--- src/rtl/fpc_consts.svh ---
/*
 constants of the pad, carry and cassette micro sequencer.
 assumes a 100 MHz system clock and a 4 MHz sequencer period.
*/
`ifndef FPC_CONSTS_SVH
`define FPC_CONSTS_SVH
// timing: one sequencer period and the system clock period, in ns
`define FPC_STEP_NS 250
`define FPC_CLK_NS 10
`define FPC_STEP_CYC (`FPC_STEP_NS / `FPC_CLK_NS)
`define FPC_STEP_LAST 5'(`FPC_STEP_CYC - 1)
`define FPC_STEP_HALF 5'(`FPC_STEP_CYC / 2)
// last period index of each micro
`define FPC_SWAP_LAST 4'h9
`define FPC_ADD_LAST 4'h3
`define FPC_SHORT_LAST 4'h1
// sequencer steps inside one pass
`define FPC_PASS_LEN 4'h5
`define FPC_S0 3'h0
`define FPC_S1 3'h1
`define FPC_S2 3'h2
`define FPC_S3 3'h3
`define FPC_S4 3'h4
`define FPC_MASK24 24'hff_ffff
// operand bit positions
`define FPC_OP_SUB 4
`define FPC_OP_CMP 3
`define FPC_OP_ADC 2
`define FPC_OP_SET 1
`define FPC_OP_CLR 0
`define FPC_TAPE_HI 3
`define FPC_TAPE_LO 1
// tape action codes
`define FPC_TAPE_COND 3'h2
`define FPC_TAPE_STOP 3'h1
`define FPC_TAPE_START 3'h0
// register byte offsets
`define FPC_A_CMD 8'h00
`define FPC_A_STAT 8'h04
`define FPC_A_FA 8'h08
`define FPC_A_FB 8'h0c
`define FPC_A_X 8'h10
`define FPC_A_Y 8'h14
`define FPC_A_SEL 8'h18
`define FPC_A_MODE 8'h1c
`define FPC_PG_LPAD 4'h2
`define FPC_PG_RPAD 4'h3
// status bit positions
`define FPC_ST_BUSY 0
`define FPC_ST_DPF 1
`define FPC_ST_RUN 2
`define FPC_ST_NEQ 3
`define FPC_ST_CY 7
// bus responses
`define FPC_OKAY 2'h0
`define FPC_SLVERR 2'h2
`endif

--- src/rtl/fpc_pkg.sv ---
/*
 types of the micro sequencer: micro selector and state record.
 assumes fpc_consts.svh is available on the include path.
*/
package fpc_pkg;
   // micro selected by the command register, in code order 0..3
   typedef enum logic [1:0] {
      pad_swap_micro, pad_add_micro, tape_control_micro, carry_set_micro
   } fpc_micro_type;
   // the whole state of the block
   typedef struct packed {
      logic awready;
      logic wready;
      logic bvalid;
      logic [1:0] bresp;
      logic aw_got;
      logic w_got;
      logic [7:0] waddr;
      logic [31:0] wdata;
      logic [3:0] wstrb;
      logic arready;
      logic rvalid;
      logic [1:0] rresp;
      logic [31:0] rdata;
      logic busy;
      fpc_micro_type micro;
      logic [7:0] operand;
      logic [3:0] step;
      logic [4:0] div;
      logic dpf;
      logic [23:0] fa;
      logic [23:0] fb;
      logic [23:0] x;
      logic [23:0] y;
      logic [23:0] hold;
      logic [23:0] wbuf;
      logic [23:0] tempb;
      logic [3:0][23:0] lpad;
      logic [3:0][23:0] rpad;
      logic [1:0] src;
      logic [1:0] snk;
      logic tape_mode;
      logic run;
      logic cy;
      logic neq;
      logic stop;
      logic start;
      logic cond;
      logic finish;
      logic lmwe;
   } fpc_state_type;
endpackage : fpc_pkg

--- src/rtl/fpc_sequencer.sv ---
/*
 field/pad swap, pad add, tape control and carry set micro sequencer
 with an axi4-lite register slave.
 assumes one 100 MHz clock, async active-low reset, a master that
 keeps axi4-lite valid/ready rules.
*/
// What this block does
// - pad swap holds ten periods exactly
// - swap order: field, source, sink, twice
// - two passes of steps S0 to S4
// - pass flag sets, clears on S0 ends
// - first pass field address, second descriptor
// - S0 loads full 24-bit mask into holder
// - S1 captures field unrotated into holder
// - source pad to buffer, then field
// - holder to buffer, then sink pad
// - same source and sink word works
// - sequencer cleared at last swap period
// - pad add takes four periods
// - left pad to buffer, then temporary
// - operand bit 4 selects subtract
// - adder result written back to field
// - tape control compares, two periods
// - operand bits 3..1 pick tape action
// - stop in tape-load mode halts run
// - compare carry and adder carry formed
// - bits 3,2 enable carry from levels
// - bit 1 sets, bit 0 clears carry
// - carry loads only with micro finish
`timescale 1ns/1ps
`include "fpc_consts.svh"
module fpc_sequencer (
   // clock and reset
   input wire logic clock_i,
   input wire logic nrst_i,
   // axi4-lite write channels
   input wire logic [7:0] awaddr_i,
   input wire logic awvalid_i,
   output logic awready_o,
   input wire logic [31:0] wdata_i,
   input wire logic [3:0] wstrb_i,
   input wire logic wvalid_i,
   output logic wready_o,
   output logic [1:0] bresp_o,
   output logic bvalid_o,
   input wire logic bready_i,
   // axi4-lite read channels
   input wire logic [7:0] araddr_i,
   input wire logic arvalid_i,
   output logic arready_o,
   output logic [31:0] rdata_o,
   output logic [1:0] rresp_o,
   output logic rvalid_o,
   input wire logic rready_i,
   // cassette commands, one-cycle pulses
   output logic stop_at_gap_o,
   output logic tape_start_o,
   output logic tape_cond_o,
   // processor status
   output logic micro_finish_o,
   output logic local_store_write_strobe_o,
   output logic run_state_o,
   output logic carry_o,
   output logic busy_o
);
   // state register and its next value
   fpc_pkg::fpc_state_type st_reg;
   fpc_pkg::fpc_state_type st_next;
   // decoded helpers
   logic tick;
   logic half;
   logic [2:0] ps;
   logic [23:0] field;
   logic [24:0] xy_sum;
   logic compare_carry;
   logic adder_carry_out;
   logic new_cy;
   logic [32:0] wr_look;
   logic [31:0] wmask;
   logic [31:0] wmrg;
   logic wr_ok;
   logic [32:0] rd_look;

   // register read mux: bit 32 marks a mapped address
   function automatic logic [32:0] rd_word(
      input fpc_pkg::fpc_state_type s,
      input logic [7:0] a
   );
      logic [31:0] v;
      logic hit;
      v = 32'h0000_0000;
      hit = 1'b1;
      if (a[7:4] == `FPC_PG_LPAD) begin
         v[23:0] = s.lpad[a[3:2]];
      end else if (a[7:4] == `FPC_PG_RPAD) begin
         v[23:0] = s.rpad[a[3:2]];
      end else begin
         unique case (a)
            `FPC_A_CMD: v[9:0] = {s.micro, s.operand};
            `FPC_A_STAT: begin
               v[`FPC_ST_BUSY] = s.busy;
               v[`FPC_ST_DPF] = s.dpf;
               v[`FPC_ST_RUN] = s.run;
               v[`FPC_ST_NEQ] = s.neq;
               v[`FPC_ST_CY] = s.cy;
            end
            `FPC_A_FA: v[23:0] = s.fa;
            `FPC_A_FB: v[23:0] = s.fb;
            `FPC_A_X: v[23:0] = s.x;
            `FPC_A_Y: v[23:0] = s.y;
            `FPC_A_SEL: v[3:0] = {s.snk, s.src};
            `FPC_A_MODE: v[0] = s.tape_mode;
            default: hit = 1'b0;
         endcase
      end
      if (a[1:0] != 2'h0) begin
         hit = 1'b0;
      end
      return {hit, v};
   endfunction : rd_word

   // period divider edges and pass step
   assign tick = st_reg.busy && (st_reg.div == `FPC_STEP_LAST);
   assign half = st_reg.busy && (st_reg.div == `FPC_STEP_HALF);
   assign ps = (st_reg.step < `FPC_PASS_LEN) ? st_reg.step[2:0]
             : 3'(st_reg.step - `FPC_PASS_LEN);
   // pass flag picks field address, else descriptor
   assign field = st_reg.dpf ? st_reg.fa : st_reg.fb;
   // x/y compare and adder levels
   assign xy_sum = {1'b0, st_reg.x} + {1'b0, st_reg.y};
   assign adder_carry_out = xy_sum[24];
   assign compare_carry = (st_reg.x < st_reg.y)
      || ((st_reg.x == st_reg.y) && st_reg.cy);
   // carry update, clear applied last so it wins
   always_comb begin
      new_cy = st_reg.cy;
      if (st_reg.operand[`FPC_OP_CMP] && compare_carry) begin
         new_cy = 1'b1;
      end
      if (st_reg.operand[`FPC_OP_ADC] && adder_carry_out) begin
         new_cy = 1'b1;
      end
      if (st_reg.operand[`FPC_OP_SET]) begin
         new_cy = 1'b1;
      end
      if (st_reg.operand[`FPC_OP_CLR]) begin
         new_cy = 1'b0;
      end
   end
   // byte-lane merge of a write into the old word
   assign wr_look = rd_word(st_reg, st_reg.waddr);
   assign wmask = {{8{st_reg.wstrb[3]}}, {8{st_reg.wstrb[2]}},
                   {8{st_reg.wstrb[1]}}, {8{st_reg.wstrb[0]}}};
   assign wmrg = (wr_look[31:0] & ~wmask) | (st_reg.wdata & wmask);
   assign wr_ok = wr_look[32] && !st_reg.busy;
   // read lookup of the requested address, bit 32 marks a hit
   assign rd_look = rd_word(st_reg, araddr_i);

   // next state: bus slave then sequencer
   always_comb begin
      st_next = st_reg;
      st_next.stop = 1'b0;
      st_next.start = 1'b0;
      st_next.cond = 1'b0;
      st_next.finish = 1'b0;
      st_next.lmwe = 1'b0;
      // take write address and data in either order
      if (awvalid_i && st_reg.awready) begin
         st_next.awready = 1'b0;
         st_next.aw_got = 1'b1;
         st_next.waddr = awaddr_i;
      end
      if (wvalid_i && st_reg.wready) begin
         st_next.wready = 1'b0;
         st_next.w_got = 1'b1;
         st_next.wdata = wdata_i;
         st_next.wstrb = wstrb_i;
      end
      // both halves held: perform the write and answer
      if (st_reg.aw_got && st_reg.w_got) begin
         st_next.aw_got = 1'b0;
         st_next.w_got = 1'b0;
         st_next.bvalid = 1'b1;
         st_next.bresp = wr_look[32] ? `FPC_OKAY : `FPC_SLVERR;
         if (wr_ok) begin
            // command write starts a micro when running
            if (st_reg.waddr == `FPC_A_CMD && st_reg.run) begin
               st_next.busy = 1'b1;
               st_next.micro = fpc_pkg::fpc_micro_type'(wmrg[9:8]);
               st_next.operand = wmrg[7:0];
               st_next.step = 4'h0;
               st_next.div = 5'h00;
            end
            if (st_reg.waddr == `FPC_A_FA) begin
               st_next.fa = wmrg[23:0];
            end
            if (st_reg.waddr == `FPC_A_FB) begin
               st_next.fb = wmrg[23:0];
            end
            if (st_reg.waddr == `FPC_A_X) begin
               st_next.x = wmrg[23:0];
            end
            if (st_reg.waddr == `FPC_A_Y) begin
               st_next.y = wmrg[23:0];
            end
            if (st_reg.waddr == `FPC_A_SEL) begin
               st_next.src = wmrg[1:0];
               st_next.snk = wmrg[3:2];
            end
            // mode bit 0 tape-load, bit 1 restarts the run flag
            if (st_reg.waddr == `FPC_A_MODE) begin
               st_next.tape_mode = wmrg[0];
               if (wmrg[1]) begin
                  st_next.run = 1'b1;
               end
            end
            if (st_reg.waddr[7:4] == `FPC_PG_LPAD) begin
               st_next.lpad[st_reg.waddr[3:2]] = wmrg[23:0];
            end
            if (st_reg.waddr[7:4] == `FPC_PG_RPAD) begin
               st_next.rpad[st_reg.waddr[3:2]] = wmrg[23:0];
            end
         end
      end
      // response taken: reopen the write channels
      if (st_reg.bvalid && bready_i) begin
         st_next.bvalid = 1'b0;
         st_next.awready = 1'b1;
         st_next.wready = 1'b1;
      end
      // read: answer one cycle after the address
      if (arvalid_i && st_reg.arready) begin
         st_next.arready = 1'b0;
         st_next.rvalid = 1'b1;
         st_next.rdata = rd_look[31:0];
         st_next.rresp = rd_look[32] ? `FPC_OKAY : `FPC_SLVERR;
      end
      if (st_reg.rvalid && rready_i) begin
         st_next.rvalid = 1'b0;
         st_next.arready = 1'b1;
      end
      // sequencer: one step per 4 MHz period
      if (st_reg.busy) begin
         st_next.div = st_reg.div + 5'h01;
         // mid S4: holder loaded into the write buffer
         if (half && st_reg.micro == fpc_pkg::pad_swap_micro
             && ps == `FPC_S4) begin
            st_next.wbuf = st_reg.hold;
         end
         if (tick) begin
            st_next.div = 5'h00;
            st_next.step = st_reg.step + 4'h1;
            unique case (st_reg.micro)
               fpc_pkg::pad_swap_micro: begin
                  unique case (ps)
                     `FPC_S0: begin
                        // full mask through exchange bus
                        st_next.hold = `FPC_MASK24;
                        // set after first S0, clear after second
                        st_next.dpf = (st_reg.step == 4'h0);
                     end
                     `FPC_S1: begin
                        // field unrotated under full mask
                        st_next.hold = st_reg.hold & field;
                     end
                     `FPC_S2: begin
                        // source word into the write buffer
                        st_next.wbuf = st_reg.dpf
                           ? st_reg.lpad[st_reg.src]
                           : st_reg.rpad[st_reg.src];
                     end
                     `FPC_S3: begin
                        st_next.lmwe = 1'b1;
                        if (st_reg.dpf) begin
                           st_next.fa = st_reg.wbuf;
                        end else begin
                           st_next.fb = st_reg.wbuf;
                        end
                     end
                     `FPC_S4: begin
                        // old field came from the holder, so a
                        // shared source/sink word stays correct
                        st_next.lmwe = 1'b1;
                        if (st_reg.dpf) begin
                           st_next.lpad[st_reg.snk] = st_reg.wbuf;
                        end else begin
                           st_next.rpad[st_reg.snk] = st_reg.wbuf;
                        end
                     end
                     default: begin
                     end
                  endcase
                  // last period: clear sequencer and finish
                  if (st_reg.step == `FPC_SWAP_LAST) begin
                     st_next.busy = 1'b0;
                     st_next.step = 4'h0;
                     st_next.finish = 1'b1;
                  end
               end
               fpc_pkg::pad_add_micro: begin
                  unique case (st_reg.step[1:0])
                     2'h0: st_next.wbuf = st_reg.lpad[st_reg.src];
                     2'h1: begin
                        st_next.tempb = st_reg.wbuf;
                        st_next.lmwe = 1'b1;
                     end
                     2'h2: begin
                        st_next.wbuf = st_reg.operand[`FPC_OP_SUB]
                           ? st_reg.fa - st_reg.tempb
                           : st_reg.fa + st_reg.tempb;
                     end
                     2'h3: begin
                        st_next.fa = st_reg.wbuf;
                        st_next.lmwe = 1'b1;
                     end
                  endcase
                  if (st_reg.step == `FPC_ADD_LAST) begin
                     st_next.busy = 1'b0;
                     st_next.step = 4'h0;
                     st_next.finish = 1'b1;
                  end
               end
               fpc_pkg::tape_control_micro: begin
                  // compare always happens, whatever the variant
                  if (st_reg.step == 4'h0) begin
                     st_next.neq = (st_reg.x != st_reg.y);
                  end else begin
                     st_next.busy = 1'b0;
                     st_next.step = 4'h0;
                     st_next.finish = 1'b1;
                     unique case
                       (st_reg.operand[`FPC_TAPE_HI:`FPC_TAPE_LO])
                        `FPC_TAPE_COND: st_next.cond = st_reg.neq;
                        `FPC_TAPE_STOP: begin
                           st_next.stop = 1'b1;
                           if (st_reg.tape_mode) begin
                              st_next.run = 1'b0;
                           end
                        end
                        `FPC_TAPE_START: st_next.start = 1'b1;
                        default: begin
                        end
                     endcase
                  end
               end
               fpc_pkg::carry_set_micro: begin
                  // carry loaded only with the finish pulse
                  if (st_reg.step == `FPC_SHORT_LAST) begin
                     st_next.busy = 1'b0;
                     st_next.step = 4'h0;
                     st_next.finish = 1'b1;
                     st_next.cy = new_cy;
                  end
               end
            endcase
         end
      end
   end

   // state register, constant reset value
   always_ff @(posedge clock_i or negedge nrst_i) begin
      if (!nrst_i) begin
         st_reg <= '{awready: 1'b1, wready: 1'b1, arready: 1'b1,
                    run: 1'b1, micro: fpc_pkg::pad_swap_micro,
                    default: '0};
      end else begin
         st_reg <= st_next;
      end
   end

   // outputs straight from the state register
   assign awready_o = st_reg.awready;
   assign wready_o = st_reg.wready;
   assign bvalid_o = st_reg.bvalid;
   assign bresp_o = st_reg.bresp;
   assign arready_o = st_reg.arready;
   assign rvalid_o = st_reg.rvalid;
   assign rdata_o = st_reg.rdata;
   assign rresp_o = st_reg.rresp;
   assign stop_at_gap_o = st_reg.stop;
   assign tape_start_o = st_reg.start;
   assign tape_cond_o = st_reg.cond;
   assign micro_finish_o = st_reg.finish;
   assign local_store_write_strobe_o = st_reg.lmwe;
   assign run_state_o = st_reg.run;
   assign carry_o = st_reg.cy;
   assign busy_o = st_reg.busy;
endmodule : fpc_sequencer

--- config.mk ---
export PLATFORM = sky130hd
export DESIGN_NAME = fpc_sequencer
export DESIGN_NICKNAME = d
export VERILOG_FILES = /design/src/rtl/fpc_pkg.sv /design/src/rtl/fpc_sequencer.sv
export VERILOG_INCLUDE_DIRS = /design/src /design/src/rtl
export SDC_FILE = /design/constraint.sdc
export NUM_CORES = 2
export LEC_CHECK = 0
export ABC_CLOCK_PERIOD_IN_PS = 5100
export BUFFER_PORTS_ARGS = -buffer_cell sky130_fd_sc_hd__buf_2
export CORE_MARGIN = 3
export CORE_UTILIZATION = 45
export CTS_BUF_LIST = sky130_fd_sc_hd__clkbuf_4
export DETAILED_ROUTE_END_ITERATION = 10
export PLACE_DENSITY = 0.66
export SKIP_LAST_GASP = 1
export SYNTH_ARGS = -nofsm -noshare
export SYNTH_HDL_FRONTEND = slang
export SYNTH_SLANG_ARGS = --single-unit
--- constraint.sdc ---
create_clock -name clock_i -period 5.1 [get_ports clock_i]
set_clock_uncertainty 0.05 [all_clocks]
set_input_delay 1.275 -clock clock_i [delete_from_list [all_inputs] [get_ports clock_i]]
set_output_delay 1.275 -clock clock_i [all_outputs]
set_load 0.01 [all_outputs]
## Yosys cells after proc, flatten, opt, wreduce, memory -nomap -nowiden

Cells that the tools add are included.

- Bits in registers: 464
- Bits of input ports: 59
- Output and inout port bits: 49
- Logic and storage cells: 289

- Add/sub/neg operators: 6
- Magnitude comparators: 8
- Equal/unequal tests: 37
- Multiplexer cells: 134
- Bitwise operators: 5
- Reductions and logical operators: 54

Operators by type and width:

| cell | number |
|---|---|
| 24-bit 2-to-1 mux | 27 |
| 192-bit 2-to-1 mux | 3 |
| 96-bit 2-to-1 mux | 6 |
| 198-bit 2-to-1 mux | 2 |
| 96-bit bitwise mux | 4 |
| 24-bit binary-select mux with 2-bit select | 6 |
| 240-bit 2-to-1 mux | 1 |
| 24-bit one-hot mux with 2 select lines | 4 |
| 58-bit 2-to-1 mux | 2 |
| 14-bit one-hot mux with 4 select lines | 2 |
| 24-bit demux with 2-bit select | 2 |
| 24-bit AND | 3 |
| 8-bit by 5-bit == test with 1-bit output, second input constant | 8 |
| 20-bit 2-to-1 mux | 3 |
| 48-bit 2-to-1 mux | 1 |
| 3-bit one-hot mux with 7 select lines | 2 |
| 1-bit 2-to-1 mux | 40 |
| 36-bit 2-to-1 mux | 1 |
| 8-bit by 4-bit == test with 1-bit output, second input constant | 4 |
| 3-bit one-hot mux with 5 select lines | 2 |
| 4-bit 2-to-1 mux | 7 |
| 24-bit by 24-bit adder with 25-bit output | 1 |
| 24-bit adder | 1 |
| 24-bit == test | 1 |
| other kinds (46) | 111 |

## Logic depth before layout (Yosys ltp)

- Depth in word-level cells: 16
- Depth in mapped cells: 15
- Mapped depth without buffers: 14

## Least setup slack after synthesis

Ideal clock, no wire load.

- Path kind: register to register
- From: register st_reg[211] (netlist bit)
- To: register st_reg[252] (netlist bit)
- Library setup time: 122 ps
- Data arrival time: 3574 ps
- Setup slack: 1354 ps
- Stages on the path, launching flop included: 14
- Path buffers: 0
- Period minus slack after synthesis: 3746 ps
- Cell sequence: dfrtp_1 > nor4_1 > and2_0 > and3_1 > a21oi_1 > xnor2_1 > ha_1 > nand2_1 > nor2_1 > a211oi_1 > o221ai_1 > a31o_2 > or4b_2 > a32o_1

- Word-level cells in the longest chain between the ends: 5
- Elaborated cells between the ends (all ways): 6
- Those cells by class: add/sub (2); mux (4)

RTL lines:

| what | line | text |
|---|---|---|
| start: declaration | fpc_sequencer.sv:67 | `fpc_pkg::fpc_state_type st_reg;` |
| start signal: assignment | fpc_sequencer.sv:363 | `st_reg <= '{awready: 1'b1, wready: 1'b1, arready: 1'b1,` |
| start signal: assignment | fpc_sequencer.sv:367 | `st_reg <= st_next;` |
| 24-bit adder or 24-bit subtractor (tied branches) | fpc_sequencer.sv:310, fpc_sequencer.sv:309 |  |
| 24-bit 2-to-1 mux (*) | fpc_sequencer.sv:308 | `` st_next.wbuf = st_reg.operand[`FPC_OP_SUB] `` |
| 24-bit one-hot mux with 2 select lines (*) | fpc_sequencer.sv:301 | `unique case (st_reg.step[1:0])` |
| 24-bit one-hot mux with 2 select lines (*) | fpc_sequencer.sv:253 | `unique case (st_reg.micro)` |
| 240-bit 2-to-1 mux (*) | fpc_sequencer.sv:250 | `if (tick) begin` |

Every way passes the cells marked *; elsewhere a longest branch is shown, timed or not.
A chain may end at the register's enable or synchronous reset.

## Worst setup path after layout

- From: register st_reg[212] (netlist bit)
- To: register st_reg[252] (netlist bit)

The elaborated chain is that of the path after synthesis.

==> summary.md <==
| Metric | Value |
|---|---|
| Run status | finished clean |
| Max FFs per register | 423 |
| Post_cts resized | 0 |
| Cell Pwr Density | 329 nW/um^2 |
| WS Path Type | register to register |
| DRC | 0 |
| Pin count of the biggest net entering global routing | 102 |
| Crit end category | register |
| Total clock sinks | 462 |
| Setup WS pre-CTS | 0.807 ns |
| Fin cells | 4165 |
| Required time of the critical path | 5.91 ns |
| P_leak | 14.0 nW |
| PortBufs | 88 |
| Routed wire length | 119000 um |
| Cell Count Post-Placement | 3928 |
| Drt first-iter violations | 3675 |
| Slew margin rel. | 10.0% |
| Via count | 27848 |
| Cell Area, Synth | 30200 sq um |
| Most frequent cells in the layout | dfrtp_1, nand2_1, o21ai_0 |
| FF-to-FF path depth | 13 |
| Final HPWL DP | 84200 um |
| Top-Level Pins | 108 |
| Die ar. | 70300 sq um |
| CP max FO | 6 |
| Finish-stage setup viols | 0 |
| Max IR drop VDD | 0.192 mV |
| Clock Path Buffers | 3 |
| CP startpoint kind | register |
| Minimum clock period | 4.36 ns |
| Worst EP arrival | 5.17 ns |
| TritonCTS clock tree | built |
| Row count | 94 |
| RePlAce Congestion | 1.01 |
| Cell variety after synth | 87 |
| Critical Path Max Stage Delay | 0.64 ns |
| Setup_tns | 0 ns |
| Fraction of layout cells with a size suffix above 1 | 21.3% |
| Top_reg_cell synth | dfrtp_1 |
| Critical Path, Cell by Cell | nor4_1 > and2_0 > and3_1 > a21oi_1 > xnor2_1 > ha_1 > nand2_1 > nor2_1 > a211oi_1 > o221ai_1 > a31o_2 > or4b_2 > a32o_1 |
| Avg Cell Area, Syn | 9.47 sq um |
| Synth warn | 0 |
| DR pass1 iterations | 8 |
| FF+latch count, synth | 462 |
| Setup repair bufs after CTS | 0 |
| Root Driver | clkbuf_4 |
| Final WS setup | 0.744 ns |
| Final core utilization | 49.8% |
| NumNets Final | 3339 |
| Hold Crit Class | input pin to async pin |
| Hold slack final | 0.268 ns |
| ANT nets after route | 0 |
| Die width | 265 um |
| Starting Density | 45.7% |
| Synth Instances | 3192 |
| Final instance area | 32900 sq um |
| Die height | 265 um |
| CTS clock-pin slew for the worst setup and hold paths | 0.06 ns |
| Most common cell after layout, fill and taps aside | dfrtp_1 |
| Register area share after synthesis | 38.3% |
| RSZ-0062 raised after global routing | false |
| Filler Cells Inserted | 6164 |
| Max-capacitance violation count | 0 |
| Peak Freq | 230 MHz |
| Worst Max-Slew Pin Slew | 1.35 ns |
| CP max-delay cell | or4b_2 |
| Final Hold Fails | 0 |
| # H-tree levels | 4 |
| DP Area | 31200 sq um |
| Hold buffers post-CTS | 0 |
| Global-route wire length before repair | 177000 um |
| Vias in the first global route | 27343 |
| Grt total ovfl | 0 |
| Num CTS Buffers | 133 |
| Antenna violations before repair | 6 |
| Clk_lat worst skew | 1.00 ns |
| EDFF count, synth | 0 |
| Core Region | 66100 sq um |
| Final Max Slew Viols | 0 |
| Period utilization | 85.4% |
| Via/cell ratio | 6.69 |
| Synth-to-Final Area Change | 9.02% |
| Routed wire per std cell | 28.5 um |
| FFs w/ async S/R, synth | 100% |
| Power Total | 10.8 mW |
| Tot GR Track Use | 33.7% |
## logic make-up (layout without fill, tap and decap cells)
kind of cell / count (synthesis) / in the layout / share of synthesized area, %
other: 1 / 15 / 0.0124
DFF: 462 / 462 / 38.3
buffers and inverters: 388 / 483 / 5.61
AOI/OAI and AO/OA: 889 / 889 / 19.5
muxes: 295 / 295 / 16.2
and+or+nand+nor: 1039 / 1039 / 15.9
adders and majority gates: 81 / 81 / 3.38
xor gates and xnor gates: 37 / 37 / 1.07
## cells in the mapped netlist (8+ instances only)
master / instances / area share (%)
mux2_2: 97 / 3.6
a31oi_1: 20 / 0.41
buf_1: 26 / 0.32
o21ai_1: 33 / 0.55
a21oi_1: 154 / 2.6
nor3b_1: 9 / 0.22
nand3_1: 171 / 2.8
a21o_1: 26 / 0.65
inv_1: 61 / 0.76
ha_1: 80 / 3.3
o21ai_0: 204 / 3.4
and2_1: 9 / 0.19
o21a_1: 13 / 0.32
o211ai_1: 153 / 3.8
a221oi_1: 12 / 0.35
nor4_1: 12 / 0.25
buf_2: 60 / 0.99
or3_1: 16 / 0.33
mux4_2: 146 / 11
buf_4: 38 / 0.94
dfrtp_1: 458 / 38
nand3b_1: 9 / 0.22
clkbuf_1: 196 / 2.4
nand2b_1: 25 / 0.52
a211oi_1: 46 / 1.1
nor2_1: 203 / 2.5
xnor2_1: 32 / 0.93
and3_1: 15 / 0.31
nor2b_1: 18 / 0.37
nor3_1: 59 / 0.98
mux2i_1: 52 / 1.7
a22oi_1: 88 / 2.2
nand4_1: 9 / 0.19
a221o_1: 9 / 0.30
nand2_1: 438 / 5.4
a32oi_1: 8 / 0.23
o221ai_1: 24 / 0.70
a22o_1: 14 / 0.41
o221ai_2: 8 / 0.40
o22ai_1: 13 / 0.27
## cell type report
class	count	area [sq um]	share of cell area (%)
Multi-Input combinational cell	2351	17100	51.8
Antenna cell	5	12.5	0.0380
Tap cell	864	1080	3.28
Clock inverter	35	241	0.733
Sequential cell	462	11600	35.1
Inverter	65	244	0.741
Timing Repair Buffer	186	1250	3.80
Clock buffer	197	1480	4.49
## where the power goes
group          leakage, nW  total (mW)  switching (mW)  internal [mW]
Clock                 1.02        3.67            1.71           1.96
Combinational         6.62        2.90            2.06          0.847
Sequential            6.35        4.25           0.348           3.90
## routing by layer
layer / global-route usage (%) / wire length, um
met1: 44.7 / 45800
met2: 48.7 / 50900
met3: 12.4 / 16100
met4: 16.6 / 5830
met5: 0 / 23
## worst max-delay path: cells and delay by family, from the launching register on
| family | cells | cell delay (ns) |
|---|---|---|
| AND/OR/NAND/NOR | 6 | 1.98 |
| AO/OA/AOI/OAI | 5 | 1.30 |
| flip-flops | 1 | 0.41 |
| adder cells (fa/ha/maj) | 1 | 0.35 |
| XOR/XNOR | 1 | 0.13 |
## worst paths after layout
path	endpoint	slack [ns]	from
worst max register to register	st_reg[252]	0.74	st_reg[212]
worst min register to register	rdata_o[22]	0.42	rdata_o[22]
max in group asynchronous	st_reg[252]	3.68	nrst_i
min in group clock_i	rvalid_o	0.41	rready_i
worst min-delay path	st_reg[158]	0.27	nrst_i
worst max-delay path	st_reg[252]	0.74	st_reg[212]
(Power assumes the default switching activity.)
